**src/hw/isp_pkg.sv**
```systemverilog
// Purpose: Shared constants and types for the serial slave register port
// Assumes: 8-bit register map, 7-bit sub-address
// Notes: Address upper bits are fixed; the low bit comes from a strap
package isp_pkg;
	localparam int ISP_DATA_W = 8;
	localparam int ISP_REG_AW = 7;
	localparam int ISP_FIFO_DEPTH = 16;
	localparam logic [5:0] ISP_ADDR_HI = 6'h2E;
	localparam int ISP_SUB_INC_BIT = 7;
	localparam int ISP_RW_BIT = 0;
	localparam logic [3:0] ISP_BIT_LAST = 4'h7;
	localparam logic [7:0] ISP_RESET_BYTE = 8'h00;
	localparam int ISP_CLK_HZ = 50000000;
	localparam int ISP_SCL_MAX_HZ = 400000;
	localparam int ISP_CYC_PER_SCL = ISP_CLK_HZ / ISP_SCL_MAX_HZ;

	typedef enum logic [2:0] {
		ISP_IDLE,
		ISP_ADDR,
		ISP_SUB,
		ISP_WDATA,
		ISP_RDATA,
		ISP_ACK,
		ISP_MACK,
		ISP_IGNORE
	} isp_state_type;

	typedef enum logic [1:0] {
		ISP_PH_ADDR,
		ISP_PH_SUB,
		ISP_PH_WDATA,
		ISP_PH_RDATA
	} isp_phase_type;
endpackage

```
**src/hw/isp_fifo.sv**
```systemverilog
// Purpose: Small synchronous FIFO for written bytes
// Assumes: Single clock, one push and one pop per cycle at most
// Notes: Read data come from a register; full and empty are exact
`timescale 1ns/1ns
module isp_fifo #(
	parameter int WIDTH = 8,
	parameter int DEPTH = 16
) (
	// Clock and control
	input wire logic ref_clk_in,
	input wire logic sys_rst_in,
	input wire logic clk_en_in,
	// Write side
	input wire logic wr_valid_in,
	output logic wr_ready_out,
	input wire logic [WIDTH-1:0] wr_data_in,
	// Read side
	output logic rd_valid_out,
	input wire logic rd_ready_in,
	output logic [WIDTH-1:0] rd_data_out
);
	localparam int AW = $clog2(DEPTH);

	typedef struct packed {
		logic [AW-1:0] wp;
		logic [AW-1:0] rp;
		logic [AW:0] cnt;
		logic [WIDTH-1:0] dout;
		logic dval;
	} isp_fifo_state_type;

	isp_fifo_state_type st_ff;
	isp_fifo_state_type nxt_st;
	logic [WIDTH-1:0] mem_ff [DEPTH];
	logic push;
	logic pop;
	logic load;

	always_comb begin
		wr_ready_out = (st_ff.cnt != (AW+1)'(DEPTH));
		rd_valid_out = st_ff.dval;
		rd_data_out = st_ff.dout;
		push = wr_valid_in && wr_ready_out;
		load = (st_ff.cnt != '0) && (!st_ff.dval || rd_ready_in);
		pop = load;
		nxt_st = st_ff;
		if (rd_ready_in && st_ff.dval) begin
			nxt_st.dval = 1'b0;
		end
		if (load) begin
			nxt_st.dout = mem_ff[st_ff.rp];
			nxt_st.dval = 1'b1;
			nxt_st.rp = st_ff.rp + 1'b1;
		end
		if (push) begin
			nxt_st.wp = st_ff.wp + 1'b1;
		end
		nxt_st.cnt = st_ff.cnt + (AW+1)'(push) - (AW+1)'(pop);
	end

	always_ff @(posedge ref_clk_in) begin
		if (sys_rst_in) begin
			st_ff <= '0;
		end else if (clk_en_in) begin
			st_ff <= nxt_st;
			if (push) begin
				mem_ff[st_ff.wp] <= wr_data_in;
			end
		end
	end
endmodule

```
**src/hw/isp_port.sv**
```systemverilog
// Purpose: Serial two-wire slave port into an 8-bit register map
// Assumes: Serial clock and data are sampled by ref_clk_in, far below its rate
// Notes: Written bytes leave through a FIFO; read bytes come from rd_data_in
`timescale 1ns/1ns
// Overview of operation
// - Mode pin high selects this serial port
// - Data fall with clock high starts frame
// - Compare seven address bits with own
// - Address low bit follows the strap pin
// - Address bytes B8/B9 or BA/BB
// - Receiver pulls data low during acknowledge
// - Acknowledge address, sub-address, each written byte
// - Sub-address: seven register bits, increment flag
// - Increment flag advances register after bytes
// - Master acknowledges reads, no-acknowledge ends
// - Bytes of eight bits, MSB first
// - Clock stretching stalls the transmitter
// - Unacknowledged address leaves data high
// - Data rise with clock high stops frame
// - Serial clock up to fast rate
module isp_port
	import isp_pkg::*;
#(
	parameter int FIFO_DEPTH = isp_pkg::ISP_FIFO_DEPTH
) (
	// Clock and reset
	input wire logic ref_clk_in,
	input wire logic sys_rst_in,
	input wire logic clk_en_in,
	// Pads
	input wire logic mode_sel_in,
	input wire logic address_strap_pin_in,
	input wire logic scl_in,
	input wire logic sda_in,
	output logic sda_out,
	output logic sda_oe_out,
	output logic scl_out,
	output logic scl_oe_out,
	// Written bytes
	output logic wr_valid_out,
	input wire logic wr_ready_in,
	output logic [isp_pkg::ISP_REG_AW-1:0] wr_addr_out,
	output logic [isp_pkg::ISP_DATA_W-1:0] wr_data_out,
	// Read bytes
	output logic rd_req_out,
	output logic [isp_pkg::ISP_REG_AW-1:0] rd_addr_out,
	input wire logic [isp_pkg::ISP_DATA_W-1:0] rd_data_in,
	// Status
	output logic busy_out,
	output logic addressed_out
);
	import isp_pkg::*;

	typedef struct packed {
		logic [1:0] scl_s;
		logic [1:0] sda_s;
		logic [1:0] mode_s;
		logic [1:0] strap_s;
		logic scl_d;
		logic sda_d;
		isp_state_type st;
		isp_phase_type ph;
		logic [3:0] bitc;
		logic [7:0] sh;
		logic [6:0] reg_a;
		logic inc;
		logic ack_drv;
		logic sda_o;
		logic busy;
		logic addressed;
		logic rd_req;
		logic push;
		logic [6:0] push_a;
		logic [7:0] push_d;
	} isp_state_all_type;

	isp_state_all_type st_ff;
	isp_state_all_type nxt_st;
	logic scl;
	logic sda;
	logic scl_rise;
	logic scl_fall;
	logic start_det;
	logic stop_det;
	logic [7:0] own_w;
	logic fifo_ready;
	logic [14:0] fifo_word;

	// Synchronised pad levels, read only after the second stage
	assign scl = st_ff.scl_s[1];
	assign sda = st_ff.sda_s[1];
	assign scl_rise = scl && !st_ff.scl_d;
	assign scl_fall = !scl && st_ff.scl_d;
	assign start_det = st_ff.mode_s[1] && scl && st_ff.scl_d && st_ff.sda_d && !sda;
	assign stop_det = st_ff.mode_s[1] && scl && st_ff.scl_d && !st_ff.sda_d && sda;
	assign own_w = {ISP_ADDR_HI, st_ff.strap_s[1], 1'b0};

	// Written bytes are queued; a full queue stretches the clock instead of dropping
	isp_fifo #(
		.WIDTH(15),
		.DEPTH(FIFO_DEPTH)
	) u_fifo (
		.ref_clk_in(ref_clk_in),
		.sys_rst_in(sys_rst_in),
		.clk_en_in(clk_en_in),
		.wr_valid_in(st_ff.push),
		.wr_ready_out(fifo_ready),
		.wr_data_in({st_ff.push_a, st_ff.push_d}),
		.rd_valid_out(wr_valid_out),
		.rd_ready_in(wr_ready_in),
		.rd_data_out(fifo_word)
	);

	assign wr_addr_out = fifo_word[14:8];
	assign wr_data_out = fifo_word[7:0];

	always_comb begin
		nxt_st = st_ff;
		nxt_st.scl_s = {st_ff.scl_s[0], scl_in};
		nxt_st.sda_s = {st_ff.sda_s[0], sda_in};
		nxt_st.mode_s = {st_ff.mode_s[0], mode_sel_in};
		nxt_st.strap_s = {st_ff.strap_s[0], address_strap_pin_in};
		nxt_st.scl_d = scl;
		nxt_st.sda_d = sda;
		nxt_st.rd_req = 1'b0;
		if (st_ff.push && fifo_ready) begin
			nxt_st.push = 1'b0;
		end
		if (!st_ff.mode_s[1]) begin
			// Pads belong to the other serial port
			nxt_st.st = ISP_IDLE;
			nxt_st.sda_o = 1'b1;
			nxt_st.busy = 1'b0;
			nxt_st.addressed = 1'b0;
		end else if (start_det) begin
			// Plain or repeated start: restart address capture
			nxt_st.st = ISP_ADDR;
			nxt_st.ph = ISP_PH_ADDR;
			nxt_st.bitc = '0;
			nxt_st.busy = 1'b1;
			nxt_st.addressed = 1'b0;
			nxt_st.sda_o = 1'b1;
		end else if (stop_det) begin
			nxt_st.st = ISP_IDLE;
			nxt_st.busy = 1'b0;
			nxt_st.addressed = 1'b0;
			nxt_st.sda_o = 1'b1;
		end else begin
			unique case (st_ff.st)
				ISP_IDLE, ISP_IGNORE: begin
					nxt_st.sda_o = 1'b1;
				end
				ISP_ADDR, ISP_SUB, ISP_WDATA: begin
					if (scl_rise) begin
						nxt_st.sh = {st_ff.sh[6:0], sda};
						nxt_st.bitc = st_ff.bitc + 4'h1;
					end
					if (scl_fall && st_ff.bitc == 4'h8) begin
						nxt_st.bitc = '0;
						nxt_st.st = ISP_ACK;
						nxt_st.sda_o = 1'b0;
						if (st_ff.st == ISP_ADDR) begin
							if (st_ff.sh[7:1] != own_w[7:1]) begin
								nxt_st.st = ISP_IGNORE;
								nxt_st.sda_o = 1'b1;
							end else begin
								nxt_st.addressed = 1'b1;
								nxt_st.ph = st_ff.sh[ISP_RW_BIT] ? ISP_PH_RDATA : ISP_PH_SUB;
								if (st_ff.sh[ISP_RW_BIT]) begin
									nxt_st.rd_req = 1'b1;
								end
							end
						end else if (st_ff.st == ISP_SUB) begin
							nxt_st.reg_a = st_ff.sh[6:0];
							nxt_st.inc = st_ff.sh[ISP_SUB_INC_BIT];
							nxt_st.ph = ISP_PH_WDATA;
						end else begin
							nxt_st.push = 1'b1;
							nxt_st.push_a = st_ff.reg_a;
							nxt_st.push_d = st_ff.sh;
							if (st_ff.inc) begin
								nxt_st.reg_a = st_ff.reg_a + 7'h01;
							end
						end
					end
				end
				ISP_ACK: begin
					// Release after the acknowledge pulse falls; hold clock while queue is full
					if (scl_fall && !(st_ff.push && !fifo_ready)) begin
						if (st_ff.ph == ISP_PH_RDATA) begin
							nxt_st.st = ISP_RDATA;
							nxt_st.sh = {rd_data_in[6:0], 1'b0};
							nxt_st.sda_o = rd_data_in[7];
							nxt_st.bitc = 4'h1;
						end else begin
							nxt_st.st = (st_ff.ph == ISP_PH_SUB) ? ISP_SUB : ISP_WDATA;
							nxt_st.sda_o = 1'b1;
						end
					end
				end
				ISP_RDATA: begin
					if (scl_fall) begin
						if (st_ff.bitc == 4'h8) begin
							nxt_st.sda_o = 1'b1;
							nxt_st.st = ISP_MACK;
							if (st_ff.inc) begin
								nxt_st.reg_a = st_ff.reg_a + 7'h01;
							end
						end else begin
							nxt_st.sda_o = st_ff.sh[7];
							nxt_st.sh = {st_ff.sh[6:0], 1'b0};
							nxt_st.bitc = st_ff.bitc + 4'h1;
						end
					end
				end
				ISP_MACK: begin
					if (scl_rise) begin
						if (sda) begin
							nxt_st.st = ISP_IGNORE;
						end else begin
							nxt_st.rd_req = 1'b1;
							nxt_st.st = ISP_ACK;
							nxt_st.sda_o = 1'b1;
						end
					end
				end
				default: begin
					nxt_st.st = ISP_IDLE;
				end
			endcase
		end
	end

	always_ff @(posedge ref_clk_in) begin
		if (sys_rst_in) begin
			st_ff <= '0;
			st_ff.scl_s <= 2'h3;
			st_ff.sda_s <= 2'h3;
			st_ff.scl_d <= 1'b1;
			st_ff.sda_d <= 1'b1;
			st_ff.sda_o <= 1'b1;
			st_ff.st <= ISP_IDLE;
			st_ff.ph <= ISP_PH_ADDR;
		end else if (clk_en_in) begin
			st_ff <= nxt_st;
		end
	end

	// Open drain: drive only a low level
	assign sda_out = 1'b0;
	assign sda_oe_out = !st_ff.sda_o;
	// Stretch while a written byte waits for queue room
	assign scl_out = 1'b0;
	assign scl_oe_out = (st_ff.st == ISP_ACK) && st_ff.push && !fifo_ready && !scl;
	assign rd_req_out = st_ff.rd_req;
	assign rd_addr_out = st_ff.reg_a;
	assign busy_out = st_ff.busy;
	assign addressed_out = st_ff.addressed;
endmodule

```
**config.mk**
```make
export PLATFORM = sky130hd
export DESIGN_NAME = isp_port
export DESIGN_NICKNAME = d
export VERILOG_FILES = /design/src/hw/isp_pkg.sv /design/src/hw/isp_fifo.sv /design/src/hw/isp_port.sv
export SDC_FILE = /design/constraint.sdc
export NUM_CORES = 1
export LEC_CHECK = 0
export BUFFER_PORTS_ARGS = -buffer_cell sky130_fd_sc_hd__buf_2
export CORE_ASPECT_RATIO = 1.25
export CORE_UTILIZATION = 56
export DETAILED_ROUTE_END_ITERATION = 6
export PLACE_DENSITY = 0.83
export SYNTH_ARGS = -nofsm -noshare
export SYNTH_HDL_FRONTEND = slang
export SYNTH_SLANG_ARGS = --single-unit
export TNS_END_PERCENT = 100
```
**constraint.sdc**
```tcl
create_clock -name ref_clk_in -period 2.91 [get_ports ref_clk_in]
set_clock_uncertainty 0.2 [all_clocks]
set_input_delay 0.4365 -clock ref_clk_in [delete_from_list [all_inputs] [get_ports ref_clk_in]]
set_output_delay 0.4365 -clock ref_clk_in [all_outputs]
set_load 0.01 [all_outputs]
```
[Word level (Yosys, flattened, before mapping)]
Memories as Yosys holds them, arrays and structs flattened. A register that Yosys moved wholly into a read port is not among the register bits.
Index checks and enable logic that the tools add are counted.
Word-level totals
  flip-flop bits (word level): 69
  bits in writable memories: 240
  memories kept: 1
Memory list
  u_fifo.mem_ff: words 16, width 15, read ports 1, clocked after Yosys merged registers in 1, write ports 1, line isp_fifo.sv:34  | logic [WIDTH-1:0] mem_ff [DEPTH];
Cells by class
  add/sub/neg operators: 6
  equal/unequal tests: 39
  mux-type cells: 73
  bitwise operators: 4
  reduce and logical (&&, ||, !) cells: 50
Operator list (number)
  two-way mux 12 bit: 7
  two-way mux 17 bit: 3
  two-way mux 16 bit: 3
  != test 5 bit (second input constant): 9
  one-hot mux 12 bit (3 select lines): 1
  two-way mux 3 bit: 10
  two-way mux 1 bit: 26
  two-way mux 22 bit: 1
  two-way mux 7 bit: 3
  two-way mux 19 bit: 1
  two-way mux 18 bit: 1
  two-way mux 2 bit: 9
  two-way mux 9 bit: 2
  AND reduction 9 bit: 2
  logical AND 1 bit: 17
  two-way mux 8 bit: 2
  != test 2 bit (second input constant): 8
  AND reduction 8 bit: 2
  != test 3 bit (second input constant): 5
  one-hot mux 7 bit (2 select lines): 1
  AND reduction 7 bit: 2
  adder 4 x 1 -> 4 bit (second input constant): 3
  equality test 3 bit (second input constant): 4
  != test 4 x 1 -> 1 bit (second input constant): 3
  other kinds (29): 47

[Longest topological paths before layout]
Gate-level depths: netlist (run 1).
  depth in word-level cells: 12
  gate-level depth with buffers: 13
  mapped depth without buffers: 13

[Hierarchy]
A second synthesis (run 1) with hierarchy kept.
Unflattened totals
  cells, all modules: 898
  area total of the unflattened synthesis: 13744.4 µm²
By module, submodules not included
  isp_fifo: instances 1, cells an instance 535, area each 10665.2 µm², seq. area each 7787.5 µm²
  isp_port: instances 1, cells an instance 363, area each 3079.2 µm², seq. area each 1101.1 µm²

[Least setup slack after synthesis (run 1)]
No wires, ideal clock.
  kind: reg2reg
  from: register u_fifo.st_ff[19] (netlist name)
  to: register u_fifo.st_ff[20] (netlist name)
  data arrival time: 2.796 ns
  setup slack: -0.157 ns
  stages on the path, launching flop included: 14
  clock period less this slack: 3.067 ns
  cells stage by stage: dfxtp_1 inv_1 ha_1 or4b_1 and2_1 ha_1 inv_1 ha_1 fa_1 a21oi_1 o21bai_1 xnor2_1 or3_1 a21oi_1
RTL lines
  from (decl): line isp_fifo.sv:32  | isp_fifo_state_type st_ff;
  from (signal assigned): line isp_fifo.sv:65  | st_ff <= nxt_st;
  nonzero test 5 bit: line isp_fifo.sv:44  | load = (st_ff.cnt != '0) && (!st_ff.dval || rd_ready_in);
  logical AND 1 bit: line isp_fifo.sv:44
  named net u_fifo.load: line isp_fifo.sv:37  | logic load;
  subtractor 5 x 1 -> 5 bit: line isp_fifo.sv:58  | nxt_st.cnt = st_ff.cnt + (AW+1)'(push) - (AW+1)'(pop);
The timed path passes the listed nets, and every way through them passes these cells.
A chain may end at the register's enable or synchronous reset.

[Worst setup path in the final report (run 1)]
  from: register u_fifo.st_ff[19] (netlist name)
  to: register u_fifo.st_ff[18] (netlist name)
Same word-level chain as after synthesis.

==> results of run 1 <==
state kept, by name, summed over array words and instances (netlist names):
| name | count |
|---|---|
| addressed_out | 1 |
| busy_out | 1 |
| nxt_st | 6 |
| own_w | 1 |
| rd_addr_out | 7 |
| rd_req_out | 1 |
| st_ff | 38 |
| u_fifo.mem_ff | 240 |
| u_fifo.rd_data_out | 15 |
| u_fifo.rd_valid_out | 1 |
| u_fifo.st_ff | 13 |
Yosys cell counts (4+ instances only):
cell | n | area, µm²
a21oi_1 | 35 | 175
nand2_1 | 62 | 233
mux2i_1 | 39 | 390
buf_1 | 9 | 33.8
mux4_2 | 75 | 1690
dfxtp_1 | 84 | 1680
inv_1 | 18 | 67.6
nand2b_1 | 13 | 81.3
ha_1 | 14 | 175
nor2_1 | 71 | 267
nand3_1 | 8 | 40.0
o32ai_1 | 4 | 35.0
edfxtp_1 | 240 | 7210
nand4_1 | 6 | 37.5
o21ai_0 | 9 | 45.0
clkbuf_1 | 20 | 75.1
xor2_1 | 5 | 43.8
buf_2 | 14 | 70.1
nor3_1 | 10 | 50.1
a22oi_1 | 9 | 67.6
buf_4 | 31 | 233
xnor2_1 | 8 | 70.1
a211oi_1 | 14 | 105
nor2b_1 | 4 | 25.0
cells in the final DEF (no fill, tap or decap), drive strengths merged, types with 9 or more instances in the layout:
| master | synthesis | layout |
|---|---|---|
| a211oi | 16 | 16 |
| a21oi | 35 | 35 |
| clkbuf | 20 | 35 |
| mux2i | 39 | 39 |
| nand2 | 62 | 62 |
| edfxtp | 240 | 240 |
| dfxtp | 84 | 84 |
| a22oi | 9 | 9 |
| o21ai | 10 | 10 |
| nor2 | 71 | 71 |
| mux4 | 75 | 75 |
| nor3 | 12 | 12 |
| buf | 55 | 94 |
| clkinv | 0 | 10 |
| nand2b | 13 | 13 |
| ha | 14 | 14 |
| inv | 18 | 22 |
cells by family after synthesis:
kind of cell,count (synthesis),share of synthesized area
xor gates and xnor gates,13,0.00843
and+or+nand+nor,205,0.0733
adders and majority gates,15,0.0145
AOI/OAI and AO/OA,104,0.0538
buffers and inverters,93,0.0363
DFF,324,0.658
other,1,0.000278
muxes,115,0.155
final cells by class:
class                      count  area [µm²]
clock buffer                  35         791
clock inverter                23         288
fill                        1579        8360
inverter                      18        67.6
multi-input combinational    454        4210
sequential                   324        8900
tap                          325         407
timing repair buffer         100         703
worst register-to-register path, stage by stage, from the launching register on:
cell      delay (ns)
dfxtp_2         0.32
inv_2           0.08
ha_4            0.13
or4b_4          0.45
and2_4          0.16
ha_4            0.26
inv_2           0.04
ha_4            0.15
fa_2            0.35
buf_4           0.15
buf_6           0.10
buf_6           0.10
buf_4           0.13
xnor2_2         0.12
a211oi_2        0.18
path summary, 6_finish.rpt:
path	start	end	slack [ns]	depth (start not counted)
setup / recovery	u_fifo.st_ff[19]	u_fifo.st_ff[18]	-0.1	14
hold / removal	rd_data_in[1]	st_ff[31]	0.02	3
setup reg to reg	u_fifo.st_ff[19]	u_fifo.st_ff[18]	-0.1	14
hold reg to reg	nxt_st[55]	nxt_st[55]	0.29	2
through the flow:
stage               setup TNS (ns)  std cells  hold WS [ns]  power (mW)
finish                      -0.182       1279        0.0224        11.0
global route                -0.406       1279        0.0295        11.4
CTS                        -0.0692       1275        0.0108        10.9
detailed placement          -0.188       1207         0.277        6.56
global placement            -0.153       1207         0.255        6.54
floorplan                   -0.102        871         0.241        6.21
power by group through the flow:
stage	Sequential, mW	Combinational (mW)	Clock (mW)
6_report	5.05	1.74	4.23
5_1_grt	5.06	1.89	4.45
4_1_cts	5.05	1.52	4.28
3_5_place_dp	5.14	1.42	0
3_3_place_gp	5.14	1.40	0
2_1_floorplan	5.08	1.12	0
layer usage:
metal / routed length [µm] / part of all wire / track usage / vias up
li1: - / - / - / 3449
met1: 11400 / 0.38 / 0.312 / 3893
met2: 16000 / 0.53 / 0.451 / 307
met3: 1670 / 0.056 / 0.0254 / 71
met4: 879 / 0.029 / 0.0861 / 0
met5: 0 / 0 / 0 / -
what timing repair did:
item,in CTS,in global routing
pin swaps,7,1
hold endpoints to repair,6,0
endpoints found under the setup margin,1,2
buffers inserted,4,4
hold buffers,6,0
resized for setup,8,10
==> flow_metrics.tcl, run 1 <==
set metrics [dict create \
    area_delta_synth_final_pct 13.8 \
    async_flop_share 0 \
    numPortBuffers 43 \
    clock_sink_count 324 \
    synth_edf_count 240 \
    dieArea_mm2 0.0247 \
    final_util 0.648 \
    grtUsageTotal 0.249 \
    ys.flop_type "edfxtp_1" \
    cts-root-buf "clkbuf_16" \
    avgSynthCellArea_um2 15.5 \
    first_pass_iters 5 \
    cp_top_family "adder cells" \
    yosysUniqueCellTypes 71 \
    max_freq_mhz 333 \
    synthCells 870 \
    cts_buffers 31 \
    drt-initial-drc-count 647 \
    rsz0062_at_grt "true" \
    finalSetupViolCount 2 \
    end_kind "flip-flop" \
    drive_above_1_share 0.265 \
    start_util 0.569 \
    fin_ws_ns -0.0967 \
    relSlewSlack 0.573 \
    via_count 7720 \
    grt_max_degree 64 \
    max_cap_viol_count 0 \
    min_path_type "input pin to flip-flop" \
    fp.dieH_um 176 \
    synth-seq-cells 324 \
    dpl_worst_slack_ns -0.188 \
    ant_nets 0 \
    crit_fanout 2 \
    pwr-share-seq 0.459 \
    crit_path_frequent_cell "ha_4" \
    drv_slew 0 \
    antennaDiodeCount 0 \
    violations "setup timing" \
    clkTransAtPathRegs_ns 0.06 \
    core_mm2 0.0237 \
    grt_overflow 0 \
    critical_path_class "flip-flop to flip-flop" \
    yosys_warnings 0 \
    cp_cell_sequence "inv_2, ha_4, or4b_4, and2_4, ha_4, inv_2, ha_4, fa_2, buf_4, buf_6, buf_6, buf_4, xnor2_2, a211oi_2" \
    p_per_area_mw_per_mm2 717 \
    tightest_slew_ns 0.633 \
    dieWidth_um 141 \
    synthesis.area_mm2 0.0135 \
    start_kind "flip-flop" \
    drc 0 \
    vias_per_cell 6.04 \
    outcome "complete, but fails checks" \
    grt_pass1_vias 7799 \
    cts_max_path_buffers 3 \
    hpwl_mm 17.4 \
    crit_required_ns 3.18 \
    htree_levels 1 \
    p_leak_nw 5.75 \
    cp_num_buf_inv 6 \
    period_minus_slack_ns 3.01 \
    ir_drop_mv 0.577 \
    num_rows 63 \
    wire_per_inst_um 23.4 \
    arrival_ns 3.27 \
    boundaryPins 46 \
    grt_pass1_wl_mm 45.5 \
    post-route-period-util 1.03 \
    tritoncts "yes" \
    antenna_found_initial 0 \
    switching_share 0.239 \
    seq_area_frac_synth 0.658 \
    clk_latency_ns 0.56 \
    power.switching_mw 2.63 \
    gp_congestion 0.920 \
    hold_viol 0 \
    fin_nets 960 \
    slowest_stage "or4b_4" \
    p_comb_frac 0.158 \
    clkPwrFrac 0.384 \
    critPathMaxStageDelay_ns 0.45 \
    wl_mm 29.9 \
    internal-power_mw 8.38 \
    placed_cell_area_mm2 0.0141 \
    stdcell_area_mm2 0.0154 \
]
(Power assumes the default switching activity.)
==> run 2, diff against run 1 <==
Settings changed: CELL_PAD_IN_SITES_DETAIL_PLACEMENT set to 0, CELL_PAD_IN_SITES_GLOBAL_PLACEMENT set to 1, CORE_UTILIZATION 56 to 53, HOLD_SLACK_MARGIN set to 0.12, PLACE_DENSITY 0.83 to 0.87.
Clock period 2.91 ns to 3.2 ns, I/O delays scaled along.
==> flow_metrics.tcl, run 2 (synthesized netlist as in run 1, its figures left out) <==
set metrics [dict create \
    outcome "finished, final reports clean" \
    grtUsageTotal 0.223 \
    start_kind "flip-flop" \
    hold_viol 0 \
    cp_num_buf_inv 2 \
    r2r_end "u_fifo.st_ff[20]" \
    ff2ff_path_depth 13 \
    grt_pass1_vias 7630 \
    crit_required_ns 3.49 \
    cts_max_path_buffers 3 \
    start_util 0.546 \
    num_rows 64 \
    critPathMaxStageDelay_ns 0.46 \
    drive_above_1_share 0.246 \
    reg2reg_from "u_fifo.st_ff[18]" \
    placed_cell_area_mm2 0.0141 \
    fin_cells 1277 \
    antennaDiodeCount 0 \
    boundaryPins 46 \
    regMostFlops "u_fifo.mem_ff" \
    cp_cell_sequence "inv_2, ha_1, or4b_4, and2_1, ha_1, inv_1, ha_2, fa_2, a21oi_2, o21bai_1, xnor2_1, or3_1, a21oi_2" \
    area_delta_synth_final_pct 13.2 \
    startpoint "u_fifo.st_ff[18]" \
    grt_overflow 0 \
    arrival_ns 3.33 \
    dieWidth_um 145 \
    gp_congestion 0.847 \
    first_pass_iters 5 \
    ant_nets 0 \
    period_minus_slack_ns 3.04 \
    min_path_type "input pin to flip-flop" \
    core_mm2 0.0247 \
    cts_buffers 30 \
    tightest_slew_ns 0.694 \
    p_per_area_mw_per_mm2 630 \
    crit_fanout 2 \
    slowest_stage "or4b_4" \
    dieArea_mm2 0.0261 \
    largest_reg_flops 240 \
    rsz0062_at_grt "false" \
    r2r_slack_ns 0.16 \
    stdcell_area_mm2 0.0153 \
    max_freq_mhz 328 \
    max_cap_viol_count 0 \
    grt_max_degree 64 \
    clock_sink_count 324 \
    grt_pass1_wl_mm 43.3 \
    most-common-layout-cells "edfxtp_1 (240), dfxtp_1 (82), mux4_2 (75)" \
    finalSetupViolCount 0 \
    drc 0 \
    p_leak_nw 5.70 \
    end_kind "flip-flop" \
    hold_end "nxt_st[55]" \
    drt-initial-drc-count 546 \
    cp_top_family "simple AND/OR/NAND/NOR gates" \
    ir_drop_mv 0.426 \
    via_count 7460 \
    min_path_cells 4 \
    fin_total_pwr_mw 9.63 \
    placed_cells 1208 \
    wire_per_inst_um 22.0 \
    drv_slew 0 \
    setup_tns_ns 0 \
    vias_per_cell 5.84 \
    wl_mm 28.2 \
    clk_latency_ns 0.55 \
    antenna_found_initial 0 \
    layout.cells.most_common "edfxtp_1" \
    htree_levels 1 \
    hpwl_mm 16.9 \
    critical_path_class "flip-flop to flip-flop" \
    relSlewSlack 0.538 \
    numPortBuffers 43 \
    post-route-period-util 0.952 \
    hp-start "sys_rst_in" \
    fin_nets 954 \
    cts-root-buf "clkbuf_16" \
    fp.dieH_um 180 \
    clkTransAtPathRegs_ns 0.06 \
    tritoncts "yes" \
]
-- run 2: changes by cell type in the layout (fill, tap and decap cells not counted), moves of 3 or more --
cell / previous run / this run
dlygate4sd3_1: 6 / 12
inv_6: 3 / 0
buf_4: 46 / 37
clkbuf_8: 0 / 8
ha_4: 3 / 0
-- run 2: cell type report --
cell class                 count  area (µm²)
sequential                   324        8890
clock buffer                  43         901
multi-input combinational    454        4160
fill                        1734        9460
clock inverter                13         173
timing repair buffer          95         673
inverter                      18        67.6
tap                          330         413
-- run 2: where the power goes --
group / internal [mW] / leakage [nW] / switching, mW
combinational: 0.639 / 1.71 / 0.665
clock: 2.27 / 0.518 / 1.49
sequential: 4.50 / 3.47 / 0.0519
total: 7.42 / 5.70 / 2.21
-- run 2: worst max-delay path by stage --
| stage | endpoint | cells after the start |
|---|---|---|
| global route | u_fifo.st_ff[20] | 13 |
| global placement | u_fifo.st_ff[20] | 13 |
| detailed placement | u_fifo.st_ff[20] | 13 |
| floorplan | u_fifo.st_ff[20] | 13 |
| CTS | u_fifo.st_ff[20] | 13 |
| finish | u_fifo.st_ff[20] | 13 |
-- run 2: per-stage QoR --
step                      hold slack (ns)  setup slack (ns)  utilization
after CTS                           0.141            0.0544        0.617
after global routing                0.166           0.00131        0.618
after floorplan                     0.241             0.133            -
after global placement              0.257            0.0735        0.568
after detailed placement            0.261            0.0112        0.568
final                               0.147             0.155        0.618
-- run 2: tightest hold or removal path: cells and delay by family --
| kind | cells | cell delay [ns] |
|---|---|---|
| buf+inv | 3 | 0.32 |
| simple gates | 1 | 0.06 |
-- run 2: layer usage --
layer,vias to the layer above,global-route usage,wire [µm],part of all wire
met3,51,0.0266,1350,0.048
met4,0,0.0644,709,0.025
met2,216,0.388,14700,0.52
met5,-,0,0,0
li1,3428,-,-,-
met1,3765,0.293,11400,0.41
-- run 2: what timing repair did --
action	4_1_cts	5_1_grt
buffers inserted	0	1
hold buffers	12	0
gates resized for setup	1	5
pin swaps	0	2
setup endpoints to repair	1	1
endpoints found under the hold margin	12	0
==> run 3, diff against run 2 <==
Settings changed: PLACE_DENSITY 0.87 to 0.79.
==> flow_metrics.tcl, run 3 (synthesized netlist as in run 1, its figures left out) <==
set metrics [dict create \
    drive_above_1_share 0.236 \
    largest_reg_flops 240 \
    crit_required_ns 3.48 \
    gp_congestion 0.865 \
    regMostFlops "u_fifo.mem_ff" \
    crit_fanout 3 \
    boundaryPins 46 \
    cts-root-buf "clkbuf_16" \
    critical_path_class "flip-flop to flip-flop" \
    p_leak_nw 5.61 \
    hp-start "clk_en_in" \
    stdcell_area_mm2 0.0151 \
    hold_end "addressed_out" \
    num_rows 64 \
    start_kind "flip-flop" \
    post-route-period-util 0.967 \
    start_util 0.546 \
    reg2reg_from "u_fifo.st_ff[18]" \
    hold_viol 0 \
    relSlewSlack 0.536 \
    dieWidth_um 145 \
    vias_per_cell 5.94 \
    dieArea_mm2 0.0261 \
    drt-initial-drc-count 692 \
    drc 0 \
    core_mm2 0.0247 \
    fin_cells 1273 \
    max_freq_mhz 323 \
    cp_top_family "adder cells" \
    grt_max_degree 64 \
    clk_latency_ns 0.56 \
    fin_total_pwr_mw 9.35 \
    grt_use_met2 0.402 \
    arrival_ns 3.37 \
    htree_levels 1 \
    clkTransAtPathRegs_ns 0.06 \
    area_delta_synth_final_pct 12.0 \
    drv_slew 0 \
    tightest_slew_ns 0.689 \
    placed_cell_area_mm2 0.0140 \
    gr-usage-met1 0.301 \
    ff2ff_path_depth 13 \
    grtUsageTotal 0.230 \
    max_cap_viol_count 0 \
    hpwl_mm 17.2 \
    antennaDiodeCount 0 \
    fin_nets 949 \
    first_pass_iters 5 \
    p_per_area_mw_per_mm2 618 \
    placed_cells 1201 \
    grt_pass1_wl_mm 44.6 \
    busiest_layer "met2" \
    fillers 1768 \
    via_count 7563 \
    tritoncts "yes" \
    antenna_found_initial 0 \
    grt_pass1_vias 7755 \
    ir_drop_mv 0.398 \
    fp.dieH_um 180 \
    layout.cells.most_common "edfxtp_1" \
    slowest_stage "or4b_4" \
    crit_path_frequent_cell "ha_2" \
    ant_nets 0 \
    critPathMaxStageDelay_ns 0.45 \
    outcome "finished, final reports clean" \
    cp_cell_sequence "inv_2, ha_2, or4b_4, and2_1, ha_1, inv_1, ha_2, fa_2, a21oi_2, o21bai_1, xnor2_1, or3_1, a21oi_1" \
    met3_usage 0.0258 \
    end_kind "flip-flop" \
    r2r_slack_ns 0.11 \
    cts_buffers 31 \
    numPortBuffers 43 \
    r2r_end "u_fifo.st_ff[20]" \
    clock_sink_count 324 \
    most-common-layout-cells "edfxtp_1 (240), dfxtp_1 (81), mux4_2 (75)" \
    min_path_cells 2 \
    grt_overflow 0 \
    period_minus_slack_ns 3.09 \
    wire_per_inst_um 22.5 \
    min_path_type "input pin to flip-flop" \
    finalSetupViolCount 0 \
    wl_mm 28.6 \
    cts_max_path_buffers 3 \
    cp_num_buf_inv 2 \
]
-- run 3: cell count changes in the layout (fill, tap and decap cells not counted), moves of 2 or more --
cell	previous run	this run
clkinv_2	2	4
clkbuf_1	4	12
clkbuf_8	8	2
bufinv_16	4	2
buf_4	37	32
-- run 3: worst max path at each step --
stage / start / end / slack, ns / cells after the start
2_1_floorplan: u_fifo.st_ff[19] / u_fifo.st_ff[20] / 0.13 / 13
3_3_place_gp: u_fifo.st_ff[18] / u_fifo.st_ff[20] / 0.08 / 13
3_5_place_dp: u_fifo.st_ff[18] / u_fifo.st_ff[20] / -0.04 / 13
4_1_cts: u_fifo.st_ff[18] / u_fifo.st_ff[20] / 0.005 / 13
5_1_grt: u_fifo.st_ff[18] / u_fifo.st_ff[20] / -0.03 / 13
6_report: u_fifo.st_ff[18] / u_fifo.st_ff[20] / 0.11 / 13
-- run 3: per-stage QoR --
step,hold slack [ns],util,setup WS [ns],setup TNS [ns]
6_report,0.165,0.611,0.107,0
4_1_cts,0.132,0.610,0.00531,0
3_5_place_dp,0.269,0.566,-0.0379,-0.0379
2_1_floorplan,0.241,-,0.133,0
5_1_grt,0.174,0.611,-0.0342,-0.0342
3_3_place_gp,0.260,0.566,0.0783,0
-- run 3: area by class of cell --
cell class,count,area [µm²],share of cell area
timing repair buffer,89,616,0.0407
inverter,18,67.6,0.00447
multi-input combinational,454,4160,0.275
tap,330,413,0.0273
sequential,324,8890,0.588
clock buffer,45,848,0.0561
clock inverter,13,123,0.00811
-- run 3: per-layer routing --
metal  wire [µm]  share of wire
met5           0              0
met4         635          0.022
met3        1790          0.063
met2       15000           0.52
met1       11200           0.39
-- run 3: power breakdown --
part	internal (mW)	total, mW	switching (mW)
registers	4.51	4.56	0.0504
clock network	2.00	3.49	1.49
logic	0.628	1.30	0.671
-- run 3: what timing repair did --
item / CTS / global route
resized for setup: 1 / 7
endpoints found under the hold margin: 12 / 0
hold buffers: 12 / 0
endpoints found under the setup margin: 1 / 1
pin swaps: 0 / 3
setup buffers: 0 / 2
gates cloned: 0 / 0
